### src/rtl/cpu_ready_defines.vh
`ifndef CPU_READY_DEFINES_VH
`define CPU_READY_DEFINES_VH

// system clock and processor clock rates
`define CLK_HZ            25000000
`define CPU_HZ            2600000
`define CPU_DIV           (`CLK_HZ / `CPU_HZ)
`define CPU_DIV_W         4

// command acknowledge timeout, in milliseconds and in clock cycles
`define TIMEOUT_MS        10
`define TIMEOUT_CYCLES    ((`CLK_HZ / 1000) * `TIMEOUT_MS)
`define TIMEOUT_W         18

// local acknowledge delay, in processor clock ticks
`define LOCAL_ACK_TICKS   3'h2
`define LOCAL_ACK_W       3

// register offsets
`define REG_CTRL          4'h0
`define REG_STATUS        4'h1
`define REG_TOCOUNT       4'h2

// control register fields and reset value
`define CTRL_ROM_EN       0
`define CTRL_OVERRIDE     1
`define CTRL_RESET        8'h02

// status register fields
`define STAT_READY        0
`define STAT_TIMEOUT      1
`define STAT_BUSY         2

// pin positions in the synchronised input vector
`define PIN_CYCLE_START   0
`define PIN_MEM_CYCLE     1
`define PIN_IO_CYCLE      2
`define PIN_RAM_SELECT    3
`define PIN_LOCAL_SELECT  4
`define PIN_EXT_ACK_N     5
`define PIN_ADV_ACK_N     6
`define PIN_INT_ACK_N     7
`define PIN_OTHER_REQ     8
`define PIN_COUNT         9

// resting levels of the synchronised pins: the active-low acknowledges idle high
`define PIN_IDLE          9'h0e0

`endif

### src/rtl/cpu_ready_wait_state_logic.v
`default_nettype none
`include "cpu_ready_defines.vh"

// What this block does
// - Every memory access machine cycle gets at least one wait state from the ready logic.
// - The processor clock is generated at 25 MHz / 9, about 2.78 MHz, so the single wait state costs no average speed.
// - The acknowledges are synchronised one by one, then combined, and a register drives the processor ready pin.
// - The RAM access acknowledge is still low at the first ready sample in T2, forcing one wait state.
// - The RAM access acknowledge is high at the sample in the wait state, so the processor moves to T3.
// - External, advance, local and timeout acknowledges hold ready low until their operation completes.
// - A local timer makes the acknowledge for local I/O transfers.
// - If no acknowledge arrives within about 10 ms a timeout acknowledge raises ready.
// - In interrupt acknowledge cycles the interrupt acknowledge strobe itself supplies ready.
// - On the shared bus this board's processor yields to any other requesting master, except during its own external cycle while bus_override is set.
// - The boot ROM enable is set only through the control port that the own processor reaches.
module cpu_ready_wait_state_logic #(
  parameter TIMEOUT_CYCLES = `TIMEOUT_CYCLES
) (
  // clock and reset
  input  wire       clk,
  input  wire       rstn,
  // processor cycle status pins
  input  wire       cycle_start,
  input  wire       mem_cycle,
  input  wire       io_cycle,
  input  wire       ram_select,
  input  wire       local_io_select,
  // acknowledge pins
  input  wire       external_transfer_ack_n,
  input  wire       advance_ack_n,
  input  wire       interrupt_ack_n,
  // shared bus
  input  wire       other_bus_request,
  output reg        bus_request,
  // processor side
  output reg        cpu_clk,
  output reg        cpu_ready,
  output reg        rom_enable,
  output reg        bus_override,
  // register port
  input  wire [3:0] reg_addr,
  input  wire [7:0] reg_wdata,
  input  wire       reg_write,
  input  wire       reg_read,
  output reg  [7:0] reg_rdata
);

  localparam ST_IDLE = 2'b00;
  localparam ST_T2   = 2'b01;
  localparam ST_WAIT = 2'b10;

  // divider and timeout end points, cut to their counter widths on purpose
  localparam integer          DIV_LAST_I = `CPU_DIV - 1;
  localparam integer          DIV_HALF_I = `CPU_DIV / 2;
  localparam integer          TO_LAST_I  = TIMEOUT_CYCLES - 1;
  localparam [`CPU_DIV_W-1:0] DIV_LAST   = DIV_LAST_I[`CPU_DIV_W-1:0];
  localparam [`CPU_DIV_W-1:0] DIV_HALF   = DIV_HALF_I[`CPU_DIV_W-1:0];
  localparam [`TIMEOUT_W-1:0] TO_LAST    = TO_LAST_I[`TIMEOUT_W-1:0];

  // reset values of the control bits and of the pin synchronisers
  localparam [7:0]            CTRL_INIT  = `CTRL_RESET;
  localparam [`PIN_COUNT-1:0] PIN_IDLE_V = `PIN_IDLE;

  // register address match
  function hit;
    input [3:0] addr;
    input [3:0] offset;
    begin
      hit = (addr == offset);
    end
  endfunction

  wire [`PIN_COUNT-1:0] pins_raw;
  reg  [`PIN_COUNT-1:0] pins_meta;
  reg  [`PIN_COUNT-1:0] pins;
  reg                   start_prev;
  wire                  start_edge;

  reg  [`CPU_DIV_W-1:0] div_count;
  wire                  cpu_tick;

  reg  [1:0]            state;
  reg  [1:0]            next_state;
  reg                   cyc_mem;
  reg                   cyc_ram;
  reg                   cyc_local;
  reg                   cyc_ext;
  reg                   ram_access_ack;
  reg                   timeout_ack;
  reg  [`TIMEOUT_W-1:0] to_count;
  wire                  local_io_ack;
  wire                  cycle_end;
  wire                  any_ack;
  wire                  ext_ack;
  wire                  int_ack;

  reg                   timeout_seen;
  reg  [7:0]            timeout_total;
  wire                  wr_ctrl;
  wire                  wr_status;

  assign pins_raw = {other_bus_request, interrupt_ack_n, advance_ack_n, external_transfer_ack_n,
                     local_io_select, ram_select, io_cycle, mem_cycle, cycle_start};

  // two-flop synchronisers for every pin
  genvar g;
  generate
    for (g = 0; g < `PIN_COUNT; g = g + 1) begin : sync
      always @(posedge clk or negedge rstn) begin
        if (!rstn) begin
          pins_meta[g] <= PIN_IDLE_V[g];  // no false acknowledge after reset
          pins[g]      <= PIN_IDLE_V[g];
        end else begin
          pins_meta[g] <= pins_raw[g];
          pins[g]      <= pins_meta[g];
        end
      end
    end
  endgenerate

  // edge of the status strobe marks the start of a machine cycle
  always @(posedge clk or negedge rstn) begin
    if (!rstn) begin
      start_prev <= 1'b0;
    end else begin
      start_prev <= pins[`PIN_CYCLE_START];
    end
  end

  assign start_edge = pins[`PIN_CYCLE_START] & ~start_prev;

  always @(posedge clk or negedge rstn) begin
    if (!rstn) begin
      div_count <= {`CPU_DIV_W{1'b0}};
      cpu_clk   <= 1'b0;
    end else begin
      if (div_count == DIV_LAST) begin
        div_count <= {`CPU_DIV_W{1'b0}};
      end else begin
        div_count <= div_count + 4'h1;
      end
      cpu_clk <= (div_count < DIV_HALF);
    end
  end

  // ready is sampled by the processor once per processor clock
  assign cpu_tick = (div_count == DIV_LAST);

  // machine cycle sequencing
  always @* begin
    next_state = state;
    case (state)
      ST_IDLE: begin
        if (start_edge) begin
          next_state = ST_T2;
        end
      end
      ST_T2: begin
        if (cpu_tick) begin
          next_state = cpu_ready ? ST_IDLE : ST_WAIT;
        end
      end
      ST_WAIT: begin
        if (cpu_tick && cpu_ready) begin
          next_state = ST_IDLE;
        end
      end
      default: begin
        next_state = ST_IDLE;
      end
    endcase
  end

  assign cycle_end = (state != ST_IDLE) && (next_state == ST_IDLE);

  always @(posedge clk or negedge rstn) begin
    if (!rstn) begin
      state <= ST_IDLE;
    end else begin
      state <= next_state;
    end
  end

  // capture the kind of machine cycle at its start
  always @(posedge clk or negedge rstn) begin
    if (!rstn) begin
      cyc_mem   <= 1'b0;
      cyc_ram   <= 1'b0;
      cyc_local <= 1'b0;
      cyc_ext   <= 1'b0;
    end else if (state == ST_IDLE && start_edge) begin
      cyc_mem   <= pins[`PIN_MEM_CYCLE];
      cyc_ram   <= pins[`PIN_MEM_CYCLE] & pins[`PIN_RAM_SELECT];
      cyc_local <= pins[`PIN_IO_CYCLE] & pins[`PIN_LOCAL_SELECT];
      cyc_ext   <= (pins[`PIN_MEM_CYCLE] & ~pins[`PIN_RAM_SELECT]) |
                   (pins[`PIN_IO_CYCLE] & ~pins[`PIN_LOCAL_SELECT]);
    end
  end

  // ram acknowledge stays low through the T2 sample
  // and rises for the sample taken in the wait state
  always @(posedge clk or negedge rstn) begin
    if (!rstn) begin
      ram_access_ack <= 1'b0;
    end else if (cycle_end || state == ST_IDLE) begin
      ram_access_ack <= 1'b0;
    end else if (state == ST_T2 && cpu_tick && cyc_ram) begin
      ram_access_ack <= 1'b1;
    end
  end

  // local acknowledge timer for local I/O transfers
  local_ack_timer local_ack_timer_inst (
    .clk          (clk),
    .rstn         (rstn),
    .start        (state == ST_IDLE && start_edge && pins[`PIN_IO_CYCLE] && pins[`PIN_LOCAL_SELECT]),
    .clear        (cycle_end),
    .tick         (cpu_tick),
    .local_io_ack (local_io_ack)
  );

  // timeout acknowledge after the command wait limit
  always @(posedge clk or negedge rstn) begin
    if (!rstn) begin
      to_count    <= {`TIMEOUT_W{1'b0}};
      timeout_ack <= 1'b0;
    end else if (state == ST_IDLE || cycle_end) begin
      to_count    <= {`TIMEOUT_W{1'b0}};
      timeout_ack <= 1'b0;
    end else if (to_count == TO_LAST) begin
      timeout_ack <= 1'b1;
    end else begin
      to_count <= to_count + 18'h1;
    end
  end

  // external and advance acknowledges only count for external cycles
  assign ext_ack = cyc_ext & (~pins[`PIN_EXT_ACK_N] | ~pins[`PIN_ADV_ACK_N]);

  assign int_ack = ~pins[`PIN_INT_ACK_N] & ~cyc_mem;

  assign any_ack = ram_access_ack | ext_ack | local_io_ack | timeout_ack | int_ack;

  // registered ready straight to the processor
  // ready is held low through T2 of memory cycles so they wait at least once
  always @(posedge clk or negedge rstn) begin
    if (!rstn) begin
      cpu_ready <= 1'b0;
    end else if (cycle_end || next_state == ST_IDLE) begin
      cpu_ready <= 1'b0;
    end else if (state == ST_T2 && cyc_mem) begin
      cpu_ready <= 1'b0;
    end else begin
      cpu_ready <= any_ack;
    end
  end

  always @(posedge clk or negedge rstn) begin
    if (!rstn) begin
      bus_request <= 1'b0;
    end else if (state != ST_IDLE && cyc_ext) begin
      bus_request <= ~pins[`PIN_OTHER_REQ] | (bus_override & bus_request);
    end else begin
      bus_request <= bus_request & bus_override & ~pins[`PIN_OTHER_REQ];
    end
  end

  assign wr_ctrl   = reg_write & hit(reg_addr, `REG_CTRL);
  assign wr_status = reg_write & hit(reg_addr, `REG_STATUS);

  // rom enable written only through the local control port
  always @(posedge clk or negedge rstn) begin
    if (!rstn) begin
      rom_enable   <= CTRL_INIT[`CTRL_ROM_EN];
      bus_override <= CTRL_INIT[`CTRL_OVERRIDE];
    end else if (wr_ctrl) begin
      rom_enable   <= reg_wdata[`CTRL_ROM_EN];
      bus_override <= reg_wdata[`CTRL_OVERRIDE];
    end
  end

  // timeout flag and count; a new timeout wins over a clear
  always @(posedge clk or negedge rstn) begin
    if (!rstn) begin
      timeout_seen  <= 1'b0;
      timeout_total <= 8'h00;
    end else begin
      if (timeout_ack && cycle_end) begin
        timeout_seen <= 1'b1;
      end else if (wr_status && reg_wdata[`STAT_TIMEOUT]) begin
        timeout_seen <= 1'b0;
      end
      if (timeout_ack && cycle_end && timeout_total != 8'hff) begin
        timeout_total <= timeout_total + 8'h01;
      end
    end
  end

  // read data one cycle after the read strobe, zero otherwise
  always @(posedge clk or negedge rstn) begin
    if (!rstn) begin
      reg_rdata <= 8'h00;
    end else if (reg_read) begin
      if (hit(reg_addr, `REG_CTRL)) begin
        reg_rdata <= {6'h00, bus_override, rom_enable};
      end else if (hit(reg_addr, `REG_STATUS)) begin
        reg_rdata <= {5'h00, state != ST_IDLE, timeout_seen, cpu_ready};
      end else if (hit(reg_addr, `REG_TOCOUNT)) begin
        reg_rdata <= timeout_total;
      end else begin
        reg_rdata <= 8'h00;
      end
    end else begin
      reg_rdata <= 8'h00;
    end
  end

endmodule

`default_nettype wire

### src/rtl/local_ack_timer.v
`default_nettype none

module local_ack_timer (
  // clock and reset
  input  wire       clk,
  input  wire       rstn,
  // control
  input  wire       start,
  input  wire       clear,
  input  wire       tick,
  // acknowledge out
  output reg        local_io_ack
);

`include "cpu_ready_defines.vh"

  reg [`LOCAL_ACK_W-1:0] count;
  reg                    running;

  // counts processor ticks from start, then holds the acknowledge until cleared
  always @(posedge clk or negedge rstn) begin
    if (!rstn) begin
      count        <= {`LOCAL_ACK_W{1'b0}};
      running      <= 1'b0;
      local_io_ack <= 1'b0;
    end else if (clear) begin
      count        <= {`LOCAL_ACK_W{1'b0}};
      running      <= 1'b0;
      local_io_ack <= 1'b0;
    end else if (start) begin
      count        <= {`LOCAL_ACK_W{1'b0}};
      running      <= 1'b1;
    end else if (running && tick) begin
      if (count == `LOCAL_ACK_TICKS - 3'h1) begin
        running      <= 1'b0;
        local_io_ack <= 1'b1;
      end else begin
        count <= count + 3'h1;
      end
    end
  end

endmodule

`default_nettype wire

### config.mk
export PLATFORM = sky130hd
export DESIGN_NAME = cpu_ready_wait_state_logic
export DESIGN_NICKNAME = d
export VERILOG_FILES = /design/src/rtl/cpu_ready_wait_state_logic.v /design/src/rtl/local_ack_timer.v
export VERILOG_INCLUDE_DIRS = /design/src /design/src/rtl
export SDC_FILE = /design/constraint.sdc
export NUM_CORES = 1
export LEC_CHECK = 0
export BUFFER_PORTS_ARGS = -buffer_cell sky130_fd_sc_hd__buf_2
export CAP_MARGIN = 25
export CORE_UTILIZATION = 55
export CTS_BUF_LIST = sky130_fd_sc_hd__clkbuf_4 sky130_fd_sc_hd__clkbuf_8
export CTS_CLUSTER_DIAMETER = 100
export DETAILED_ROUTE_END_ITERATION = 6
export GPL_ROUTABILITY_DRIVEN = 1
export PLACE_DENSITY = 0.86
export SLEW_MARGIN = 20
export SYNTH_ARGS = -nofsm -noshare
export SYNTH_HDL_FRONTEND = slang
export SYNTH_SLANG_ARGS = --single-unit
### constraint.sdc
create_clock -name clk -period 2.5 [get_ports clk]
set_input_delay 0.75 -clock clk [delete_from_list [all_inputs] [get_ports clk]]
set_output_delay 0.75 -clock clk [all_outputs]
set_load 0.03 [all_outputs]
### Word level (Yosys, flattened, before mapping)

Index checks and enable logic that the tools add are counted.

* eq/ne operators: 11
* reduce and logical (&&, ||, !) cells: 29
* magnitude comparators: 1
* multiplexer cells: 33
* $add $sub $neg: 4
* bitwise operators: 25

Operators with widths (count)
* $mux 18: 2
* $mux 8: 4
* $add 18x1->18 const B: 1
* $eq 18x18->1 const B: 1
* $mux 1: 17
* $logic_and 1x1->1: 13
* $mux 3: 4
* $reduce_bool 2->1: 6
* $and 1x1->1: 10
* $add 8x1->8 const B: 1
* $mux 2: 4
* $ne 8x8->1 const B: 1
* $not 1->1: 8
* $or 1x1->1: 7
* $pmux 2 s3: 1
* $reduce_bool 3->1: 2
* $add 4x1->4 const B: 1
* $eq 4x1->1 const B: 1
* $eq 4x2->1 const B: 1
* $eq 4x4->1 const B: 1
* $logic_not 2->1: 2
* $logic_not 4->1: 1
* $lt 4x3->1 const B: 1
* $mux 4: 1
* 9 further kinds: 12

* bits in registers: 75
* word-level logic and storage cells: 141
* bits of input ports: 25

### Longest topological paths before layout

Gate-level depths: netlist of the first run.

* depth after elaboration: 9
* depth in mapped cells: 8
* mapped depth without buffers: 6

### Hierarchy

From an unflattened synthesis of the first run, not the netlist that was laid out.

* cell total of the unflattened synthesis: 282
* area total of the unflattened synthesis: 3191.8 sq um

By module, submodules not included
* cpu_ready_wait_state_logic: seq. area each 1760.4 sq um, area each 2927.8 sq um, instances 1, cells each 255
* local_ack_timer: seq. area each 125.1 sq um, area each 264.0 sq um, instances 1, cells each 27

### Worst setup path before layout of the first run

Ideal clock, no wire load.

* kind: register to register
* start: register div_count[0]
* end: register timeout_total[6]
* required time: 2375 ps
* data arrival time: 1868 ps
* path buffers: 2
* path slack: 507 ps
* period minus slack after synthesis: 1993 ps
* stages on the path, launching flop included: 9
* cell sequence: dfrtp_1 inv_1 ha_1 and4b_1 buf_6 maj3_1 buf_2 nand4_1 mux2_2

* word-level cells in the longest chain between the ends: 8
* elaborated cells on any way between the ends: 9

RTL lines
* from (decl): line cpu_ready_wait_state_logic.v:79 `` reg [`CPU_DIV_W-1:0] div_count; ``
* from (signal assigned): line cpu_ready_wait_state_logic.v:134 `` div_count <= {`CPU_DIV_W{1'b0}}; ``
* from (signal assigned): line cpu_ready_wait_state_logic.v:138 `` div_count <= {`CPU_DIV_W{1'b0}}; ``
* from (signal assigned): line cpu_ready_wait_state_logic.v:140 `div_count <= div_count + 4'h1;`
* $eq 4x4->1 *: line cpu_ready_wait_state_logic.v:147 `assign cpu_tick = (div_count == DIV_LAST);`
* $logic_and 1x1->1: line cpu_ready_wait_state_logic.v:164 `if (cpu_tick && cpu_ready) begin`
* $mux 2: line cpu_ready_wait_state_logic.v:164
* $pmux 2 s3 *: line cpu_ready_wait_state_logic.v:152 `case (state)`
* $logic_not 2->1 *: line cpu_ready_wait_state_logic.v:174 `assign cycle_end = (state != ST_IDLE) && (next_state == ST_IDLE);`
* $logic_and 1x1->1 *: line cpu_ready_wait_state_logic.v:174
* $logic_and 1x1->1 * (2 in a row): line cpu_ready_wait_state_logic.v:293 `if (timeout_ack && cycle_end && timeout_total != 8'hff) begin`
* to (signal assigned): line cpu_ready_wait_state_logic.v:294 `timeout_total <= timeout_total + 8'h01;`
* to (decl): line cpu_ready_wait_state_logic.v:98 `reg [7:0] timeout_total;`

Mark *: on every way between the ends. The rest lies on a longest branch, timed or not.
A chain may end at the register's enable or synchronous reset.

### Worst setup path after layout of the first run

* start: register div_count[0]
* end: register timeout_total[1]

Same word-level chain as after synthesis.

==> impl_results.md, run 1 <==
* Core ar. at around 0.0056 mm2
* Area grow syn2layout at 14.1%
* GPL Wtd Cong at between 0.8 and 0.9
* Met2 Track Usage GR at approximately a third
* Vias per std cell at between 5 and 6
* Total wire length at between 5000 and 6000 um
* Minimum clock period at between 2 and 2.5 ns
* Post-layout util at between 60% and 70%
* Area contributors post-synth: dfrtp_1 53%, dfstp_2 5.7%, xnor2_1 4.6%
* Initial antenna violation count at 0
* Post-synth EDFFs at 0
* Setup TNS at 0 ns
* Die Span X at slightly below 80 um
* Die height at roughly 79 um
* Hold Fails Final Rpt at 0
* Count of final setup violators at 0
* TritonCTS Buffers at 9
* Vias at around 2200
* Syn Inst Count at 296
* Syn avg cell area at between 10 and 15 um2
* First-pass GRT wire length at 9670 um
* Initial DRT Pass Iterations at 4
* Synth Flop Type: dfrtp_1
* # IOs at 38
* Status: complete, no violations
* Starting Density at 57.8%
* Nets at approximately 360
* Worst-path clk slew at approximately 0.07 ns
* Met3 Usage GRT at under 10%
* Register area share after synthesis at 58.5%
* Input/output buffers at 31
* Mapped Nets at between 300 and 400
* CTS sink cnt at between 70 and 80
* Row count at 27
* Antenna-violating nets left at 0
* Post-synthesis cell type count at 45
* Finished Layout Cells at ~410
* Post-CTS setup buffers at 0
* Crit path launch type: flip-flop
* Worst VDD drop at around 560 uV
* Lkg Pwr at roughly 1.7 nW
* Resize count post-CTS at 0
* Tot GR Track Use at about a fifth
* Drt wl/cell at approximately 14 um
* Most common cell in the synthesized netlist: dfrtp_1
* Worst Tran Pin Value at between 0.5 and 0.6 ns
* Leading area contributor after synthesis: dfrtp_1
* Yosys reg bits at 75
* DRT iter0 DRCs at between 100 and 150
* Xor/xnor share of the synthesized area at under 10%
* ANT cells at 0
* Max Slew Vio Count at 0
* Simple-gate area share of the yosys netlist at between 20% and 30%
* Crit-path max FO at 8
* Commonest cells in the netlist: 68 x dfrtp_1, 29 x nor2_1, 23 x nand2_1
* Largest family of logic cells by synthesized area: simple AND/OR/NAND/NOR gates
* Setup crit end kind: flip-flop
* CP required at roughly 2.7 ns
* Worst Setup Path Type: flip-flop to flip-flop
* Crit share post-route at a little over four fifths
* Largest net degree at the start of global routing at 34
* Busiest layer in global routing: met2
* Hold_buf cts at 0
* Total congestion overflow at 0
* Yosys top cell area share at around 53%
* Synth Area in Compound Gates at around 6.6%
* DRC viols at 0
* Clk buf depth at 2
* Ratio of cells with drive above 1 in the final layout at 20.5%
* Met1 GRT Util at about a quarter
* Placed insts at 394
* Clock Root Buffer: clkbuf_8
* RSZ-0062 raised after global routing: no
* Ys async rst share at between 90% and 100%
* Filler cell count at roughly 420
* Area of the multi-input gates at approximately 0.0012 mm2
* H-tree level count at 3
* Yosys warns at 0
* Max Cap Viol at 0
* Vias in the first global route at between 2000 and 2500
* Worst Skew at about 0.0073 ns
* Fmax at 0.471 GHz
* Worst-Skew Late Latency at around 0.35 ns
* Dpl hpwl at approximately 4000 um
* Pwr Density at roughly 800 mW/mm2
* Crit path DAT at 2.35 ns
* Register area at ~0.0019 mm2
* Synth Cell Area at between 0.003 and 0.004 mm2
* CTS tree: built
* Die area at 0.00617 mm2
* Worst slew margin at between 60% and 70%
* Worst Hold Class: flip-flop to flip-flop
* Mux share of post-synthesis cell area at under 10%
* Post-Synth Adder-Cell Area at between 2 and 3%
-- path summary, 6_finish.rpt --
check / cells after the start / endpoint / slack [ns] / start
max reg2reg: 6 / timeout_total[1] / 0.38 / div_count[0]
max: 6 / timeout_total[1] / 0.38 / div_count[0]
max in group asynchronous: 2 / bus_override / 1.48 / rstn
min: 0 / pins[1] / 0.35 / pins_meta[1]
min reg2reg: 0 / pins[1] / 0.35 / pins_meta[1]
min in group asynchronous: 1 / pins_meta[0] / 0.40 / rstn
-- logic make-up after synthesis --
logic type | after synthesis
compound gates | 34
xor+xnor | 18
fa+ha+maj | 8
buf+inv | 23
flops | 75
mux | 8
simple gates | 130
-- metal layers --
metal,part of all wire [%],vias up
met3,4.7,10
met1,45,1074
li1,-,1092
met5,0,-
met4,1.7,0
met2,48,63
-- layout make-up --
| type | count | share of cell area, % |
|---|---|---|
| clock inverters | 4 | 1.36 |
| repair buffers | 37 | 5.79 |
| multi-input cells | 198 | 33.7 |
| flip-flops and latches | 75 | 51.3 |
| clock buffers | 11 | 4.12 |
| inverters | 12 | 1.23 |
| well taps | 72 | 2.45 |
-- state kept, by name, indices dropped and copies added, names as in the netlist, 2 cells and up --
signal,flops
state,2
local_ack_timer_inst.count,3
timeout_total,8
to_count,18
reg_rdata,8
pins,9
div_count,4
pins_meta,9
-- per-stage QoR --
step                setup WS [ns]  total power, mW  instance area, um2  hold slack (ns)
detailed placement          0.399             2.09                3470            0.340
global placement            0.447             2.07                3470            0.334
global route                0.258             3.15                3670            0.359
CTS                         0.378             3.03                3670            0.357
finish                      0.378             3.00                3670            0.354
floorplan                   0.507             1.87                3220            0.331
-- placed cells by master, fill, tap and decap left out, drive strengths merged, types with 4 or more instances in the layout --
master	instances
nand2	23
nor2	29
nor4	4
nor3	10
and2	6
nand3	12
buf	37
nand2b	7
nand3b	4
and3	4
mux2	5
ha	6
dfrtp	68
clkbuf	11
inv	12
xnor2	17
nand4	12
o21ai	10
dfstp	7
a21oi	9
-- worst max-delay path: stages (launching register included) --
cell,delay (ns)
dfrtp_1,0.39
inv_1,0.06
ha_1,0.23
and4b_1,0.29
maj3_1,0.50
nand3_1,0.19
mux2_2,0.34
-- where the power goes --
part / internal [mW] / leakage, nW / total (mW) / switching (mW)
Combinational: 0.244 / 0.596 / 0.612 / 0.368
Sequential: 1.34 / 0.968 / 1.46 / 0.117
Clock: 0.508 / 0.0974 / 0.933 / 0.425
No activity file was read; power rests on OpenSTA's default activity.
==> inputs of run 2 (changes only) <==
--- a/config.mk
+++ b/config.mk
@@ -8,12 +8,12 @@
 export LEC_CHECK = 0
 export BUFFER_PORTS_ARGS = -buffer_cell sky130_fd_sc_hd__buf_2
 export CAP_MARGIN = 25
-export CORE_UTILIZATION = 55
+export CORE_UTILIZATION = 54
 export CTS_BUF_LIST = sky130_fd_sc_hd__clkbuf_4 sky130_fd_sc_hd__clkbuf_8
 export CTS_CLUSTER_DIAMETER = 100
 export DETAILED_ROUTE_END_ITERATION = 6
 export GPL_ROUTABILITY_DRIVEN = 1
-export PLACE_DENSITY = 0.86
+export PLACE_DENSITY = 0.88
 export SLEW_MARGIN = 20
 export SYNTH_ARGS = -nofsm -noshare
 export SYNTH_HDL_FRONTEND = slang
==> constraint.sdc (replaced) <==
create_clock -name clk -period 1.9 [get_ports clk]
set_input_delay 0.57 -clock clk [delete_from_list [all_inputs] [get_ports clk]]
set_output_delay 0.57 -clock clk [all_outputs]
set_load 0.03 [all_outputs]
==> run 2 against run 1 <==
Against the previous run:
- sequential share of layout area fell by 1.9 points
- global-route usage up 0.19 points
- die area grew 1.8%
- cell area grew 3.8%
- worst hold slack got worse by 0.13 ns
- via count increased by 2.9%
- core utilization up 1.7 points
- largest power group unchanged
==> impl_results.md, run 2 (synthesized netlist as in run 1, its figures left out) <==
* Hold Fails Final Rpt at 0
* Most common cell after layout, fill and taps aside: dfrtp_1
* # IOs at 38
* Tot GR Track Use at 20.9%
* Total congestion overflow at 0
* Fmax at roughly 0.54 GHz
* Worst Hold Class: input port to async pin
* Post-layout util at about two thirds
* Worst VDD drop at roughly 840 uV
* Crit path launch type: flip-flop
* Area of the multi-input gates at ~0.0013 mm2
* Met2 Track Usage GR at between 30% and 40%
* Nets at 371
* Input/output buffers at 31
* GPL Wtd Cong at around 0.77
* Drt wl/cell at ~14 um
* Pwr Density at 1120 mW/mm2
* CTS tree: built
* Core ar. at about 0.0056 mm2
* Worst-Skew Late Latency at around 0.34 ns
* DRC viols at 0
* Clk buf depth at 2
* Biggest register: to_count
* Setup crit end kind: flip-flop
* Hold_buf cts at 0
* Row count at 27
* DRT iter0 DRCs at ~150
* Worst slew margin at approximately two thirds
* Final hold slack at ~0.23 ns
* Count of final setup violators at 0
* Finished Layout Cells at between 400 and 500
* Worst-path clk slew at about 0.07 ns
* H-tree level count at 3
* CTS sink cnt at 75
* Post-CTS setup buffers at 0
* Lkg Pwr at around 1.7 nW
* ANT cells at 0
* Max reg flops at 18
* Largest net degree at the start of global routing at 76
* Placed Area at between 0.003 and 0.004 mm2
* CP required at between 2 and 2.5 ns
* Die Span X at between 70 and 80 um
* Max Slew Vio Count at 0
* R2r setup slk at roughly 0.062 ns
* Crit Reg-Reg Endpoint: timeout_total[6]
* Placed insts at ~400
* Crit-path max FO at 5
* Worst Skew at about 0.0043 ns
* Worst Setup Path Type: flip-flop to flip-flop
* Crit share post-route at 96.8%
* Busiest layer in global routing: met2
* Clock Root Buffer: clkbuf_8
* Met3 Usage GRT at 7.70%
* Ratio of cells with drive above 1 in the final layout at between 20 and 25%
* Status: complete, no violations
* Pre-CTS WS at between 0.04 and 0.05 ns
* Worst r2r src: div_count[0]
* Die area at roughly 0.0063 mm2
* Vias per std cell at around 5.5
* Top Registers: to_count: 18 flops, pins: 9 flops, pins_meta: 9 flops
* Die height at approximately 79 um
* Most frequent cells in the layout: 67 x dfrtp_1, 31 x buf_2, 29 x nor2_1, 23 x nand2_1, 17 x xnor2_1
* Starting Density at 57.1%
* Initial antenna violation count at 0
* Initial DRT Pass Iterations at 4
* Met1 GRT Util at between 20% and 30%
* Register area at roughly 0.0019 mm2
* Final instance area at ~0.0038 mm2
* R2r worst-path depth at 6
* Antenna-violating nets left at 0
* Total wire length at between 5000 and 6000 um
* RSZ-0062 raised after global routing: yes
* Filler cell count at slightly below 400
* TritonCTS Buffers at 9
* Dpl hpwl at between 3000 and 4000 um
* Crit path DAT at a little over 2 ns
* Final WS setup at a little over 0.06 ns
* Area grow syn2layout at 18.4%
* Vias at about 2300
* Minimum clock period at about 1.8 ns
* Max Cap Viol at 0
* First-pass GRT wire length at 9910 um
* Vias in the first global route at roughly 2200
* Worst Tran Pin Value at between 0.4 and 0.5 ns
## run 2: cell types whose count changed in the layout (fill, tap and decap cells not counted), moves of 2 or more
cell,before,now
buf_4,5,12
bufinv_16,1,3
clkinvlp_4,2,0
ha_1,6,4
## run 2: what timing repair did
item | in CTS | in global routing
setup endpoints to repair | 0 | 8
hold endpoints to repair | 0 | 0
gates resized for setup | 0 | 6
## run 2: layout make-up
type                    instances  area share, %
clock inverters                 5           2.82
well taps                      72           2.36
clock buffers                  11           3.97
flip-flops and latches         75           49.4
repair buffers                 44           6.95
inverters                      12           1.18
multi-input cells             198           33.3
## run 2: stage by stage
step | power (mW) | TNS, ns
after floorplan | 2.48 | 0
after global placement | 2.74 | 0
after detailed placement | 2.77 | 0
after CTS | 4.31 | 0
after global routing | 4.50 | -0.00753
final | 4.28 | 0
## run 2: how the worst max path moves through the flow
| stage | startpoint | endpoint | slack [ns] |
|---|---|---|---|
| 2_1_floorplan | div_count[0] | timeout_total[6] | 0.03 |
| 3_3_place_gp | div_count[0] | timeout_total[1] | 0.1 |
| 3_5_place_dp | div_count[0] | timeout_total[1] | 0.04 |
| 4_1_cts | div_count[0] | timeout_total[1] | 0.02 |
| 5_1_grt | to_count[1] | to_count[16] | -0.007 |
| 6_report | div_count[0] | timeout_total[6] | 0.06 |
## run 2: worst max-delay path, cell delays in order (launching register included)
cell	delay (ns)
dfrtp_1	0.40
inv_1	0.09
ha_4	0.17
and4b_2	0.25
maj3_2	0.36
nand4_1	0.12
mux2_2	0.33
## run 2: where the power goes
part           switching, mW  internal [mW]
clock network          0.571          0.951
logic                  0.497          0.344
registers              0.153           1.77
total                   1.22           3.06
## run 2: per-layer routing
metal / up-vias / wire length (um)
li1: 1116 / -
met1: 1104 / 2610
met2: 72 / 2740
met3: 12 / 310
met4: 0 / 78
met5: - / 0
==> inputs of run 3 (changes only) <==
--- a/config.mk
+++ b/config.mk
@@ -8,12 +8,12 @@
 export LEC_CHECK = 0
 export BUFFER_PORTS_ARGS = -buffer_cell sky130_fd_sc_hd__buf_2
 export CAP_MARGIN = 25
-export CORE_UTILIZATION = 54
+export CORE_UTILIZATION = 35
 export CTS_BUF_LIST = sky130_fd_sc_hd__clkbuf_4 sky130_fd_sc_hd__clkbuf_8
 export CTS_CLUSTER_DIAMETER = 100
 export DETAILED_ROUTE_END_ITERATION = 6
 export GPL_ROUTABILITY_DRIVEN = 1
-export PLACE_DENSITY = 0.88
+export PLACE_DENSITY = 0.64
 export SLEW_MARGIN = 20
 export SYNTH_ARGS = -nofsm -noshare
 export SYNTH_HDL_FRONTEND = slang
==> run 3 against run 2 <==
Against the previous run:
- the run now ends with DRC left
- setup slack lost 0.0045 ns
- via count shrank 0.17%
- power shrank 8.7%
- non-clock buffer count grew 7
- global-route usage shrank 7.7 points
- final cell count grew 10%
- maximum frequency shrank 0.24%
- cell area grew 0.79%
- critical path depth is the same
- clock power shrank 25%
- sequential power is essentially flat
==> impl_results.md, run 3 (synthesized netlist as in run 1, its figures left out) <==
* Status: complete, but fails checks
* Failing checks: DRC
* Worst-path clk slew at around 0.090 ns
* Worst slew margin at a little under 70%
* R2r setup slk at between 0.05 and 0.06 ns
* Ratio of cells with drive above 1 in the final layout at around a quarter
* Hold Fails Final Rpt at 0
* Input/output buffers at 31
* Setup crit end kind: flip-flop
* Total wire length at 5860 um
* Minimum clock period at between 1.5 and 2 ns
* Worst Tran Pin Value at approximately 0.46 ns
* # IOs at 38
* Area grow syn2layout at 19.4%
* Placed Area at roughly 0.0036 mm2
* Antenna-violating nets left at 0
* Most frequent cells in the layout: 68 x dfrtp_1, 31 x buf_2, 29 x nor2_1, 23 x nand2_1, 18 x buf_4
* Top Registers: to_count: 18 flops, pins: 9 flops, pins_meta: 9 flops
* Die area at about 0.0096 mm2
* Fmax at 0.543 GHz
* Die height at 97.9 um
* Vias at 2300
* Row count at 34
* Initial antenna violation count at 0
* Worst-Skew Late Latency at ~0.36 ns
* Clk buf depth at 2
* ANT cells at 0
* Drt wl/cell at ~13 um
* Worst Skew at ~0.010 ns
* First-pass GRT wire length at 9980 um
* Register share of total power at around half
* Most common cell after layout, fill and taps aside: dfrtp_1
* DRT iter0 DRCs at 78
* Worst r2r src: div_count[0]
* Filler cell count at 825
* CTS tree: built
* CP required at ~2.1 ns
* Combinational group share of total power at 22.3%
* Tot GR Track Use at between 10% and 20%
* Crit Reg-Reg Endpoint: timeout_total[1]
* Worst Setup Path Type: flip-flop to flip-flop
* Biggest register: to_count
* Max Cap Viol at 0
* Worst-path cell chain: inv_1, ha_4, and4b_2, maj3_2, nand3_1, mux2_2
* Sw frac at 33.1%
* Pwr Density at around 1000 mW/mm2
* Worst Hold Class: input port to async pin
* Crit-path max FO at 7
* CP max stage delay at 0.39 ns
* Vias in the first global route at roughly 2200
* P_int at roughly 2.6 mW
* Vias per std cell at about 5.0
* Pre-CTS WS at 0.0120 ns
* GPL Wtd Cong at around 0.82
* Starting Density at around 37%
* Crit path launch type: flip-flop
* TritonCTS Buffers at 9
* Sw power at 1.30 mW
* CTS sink cnt at 75
* Crit share post-route at 97.0%
* Initial DRT Pass Iterations at 6
* Final instance area at roughly 0.0038 mm2
* Clock power frac at between 20% and 30%
* Largest net degree at the start of global routing at 45
* Final WS setup at approximately 0.057 ns
* Count of final setup violators at 0
* Die Span X at 97.9 um
* H-tree level count at 3
* Clock Root Buffer: clkbuf_8
* Nets at 378
* Total congestion overflow at 0
* DRC viols at 5
* Core ar. at ~0.009 mm2
* Worst VDD drop at 493 uV
* Max reg flops at 18
* Lkg Pwr at between 1.5 and 2 nW
* Max Slew Vio Count at 0
* Crit-path slowest cell: maj3_2
* Hold_buf cts at 0
* R2r worst-path depth at 6
* Dpl hpwl at about 4100 um
* Crit path DAT at 2.08 ns
==> run 3: cell types whose count changed in the layout (fill, tap and decap cells not counted), moves of 2 or more <==
cell | previous run | this run
clkinvlp_4 | 0 | 3
bufinv_16 | 3 | 0
clkbuf_8 | 11 | 9
buf_4 | 12 | 18
==> run 3: how the worst max path moves through the flow <==
stage / startpoint / to / slack [ns]
after global routing: div_count[0] / timeout_total[1] / -0.008
after global placement: div_count[1] / timeout_total[1] / 0.05
after floorplan: div_count[0] / timeout_total[6] / 0.03
after CTS: div_count[1] / timeout_total[1] / 0.02
after detailed placement: div_count[1] / timeout_total[6] / 0.01
final: div_count[0] / timeout_total[1] / 0.06
==> run 3: metrics by stage <==
stage,utilization [%],TNS [ns],cells,power (mW),hold slack [ns]
floorplan,-,0,296,2.48,0.274
global placement,41.1,0,441,2.77,0.331
detailed placement,41.1,0,441,2.80,0.335
CTS,43.3,0,458,3.96,0.201
global route,43.7,-0.00840,460,4.14,0.205
finish,43.7,0,460,3.91,0.208
==> run 3: final cells by class <==
class,instances,area [um2],area share (%)
inverters,12,45.0,1.17
clock inverters,7,60.1,1.56
repair buffers,51,330,8.59
well taps,108,135,3.51
multi-input cells,198,1270,32.9
flip-flops and latches,75,1890,49.0
clock buffers,9,124,3.22
==> run 3: power by group through the flow <==
stage | sequential, mW | combinational, mW | clock (mW)
floorplan | 1.94 | 0.533 | 0
finish | 1.90 | 0.871 | 1.14
detailed placement | 1.94 | 0.866 | 0
global placement | 1.93 | 0.838 | 0
global route | 1.93 | 0.976 | 1.24
CTS | 1.90 | 0.875 | 1.18
==> run 3: critical path: cells and delay by family (launching register included) <==
| kind | cells | cell delay (ns) |
|---|---|---|
| flops | 1 | 0.36 |
| mux | 1 | 0.34 |
| simple gates | 2 | 0.39 |
| buf+inv | 1 | 0.07 |
| fa+ha+maj | 2 | 0.56 |
==> run 3: timing repair <==
action                                  in CTS  in global routing
gates resized for setup                      0                  4
endpoints found under the setup margin       3                 10
setup buffers                                1                  2
pin swaps                                    1                  4
==> run 3: per-layer routing <==
layer / track usage, % / share of wire, % / up-vias
met3: 4.44 / 5.0 / 7
met4: 4.90 / 1.3 / 0
met1: 17.7 / 49 / 1107
li1: - / - / 1126
met5: 0 / 0 / -
met2: 20.0 / 45 / 60
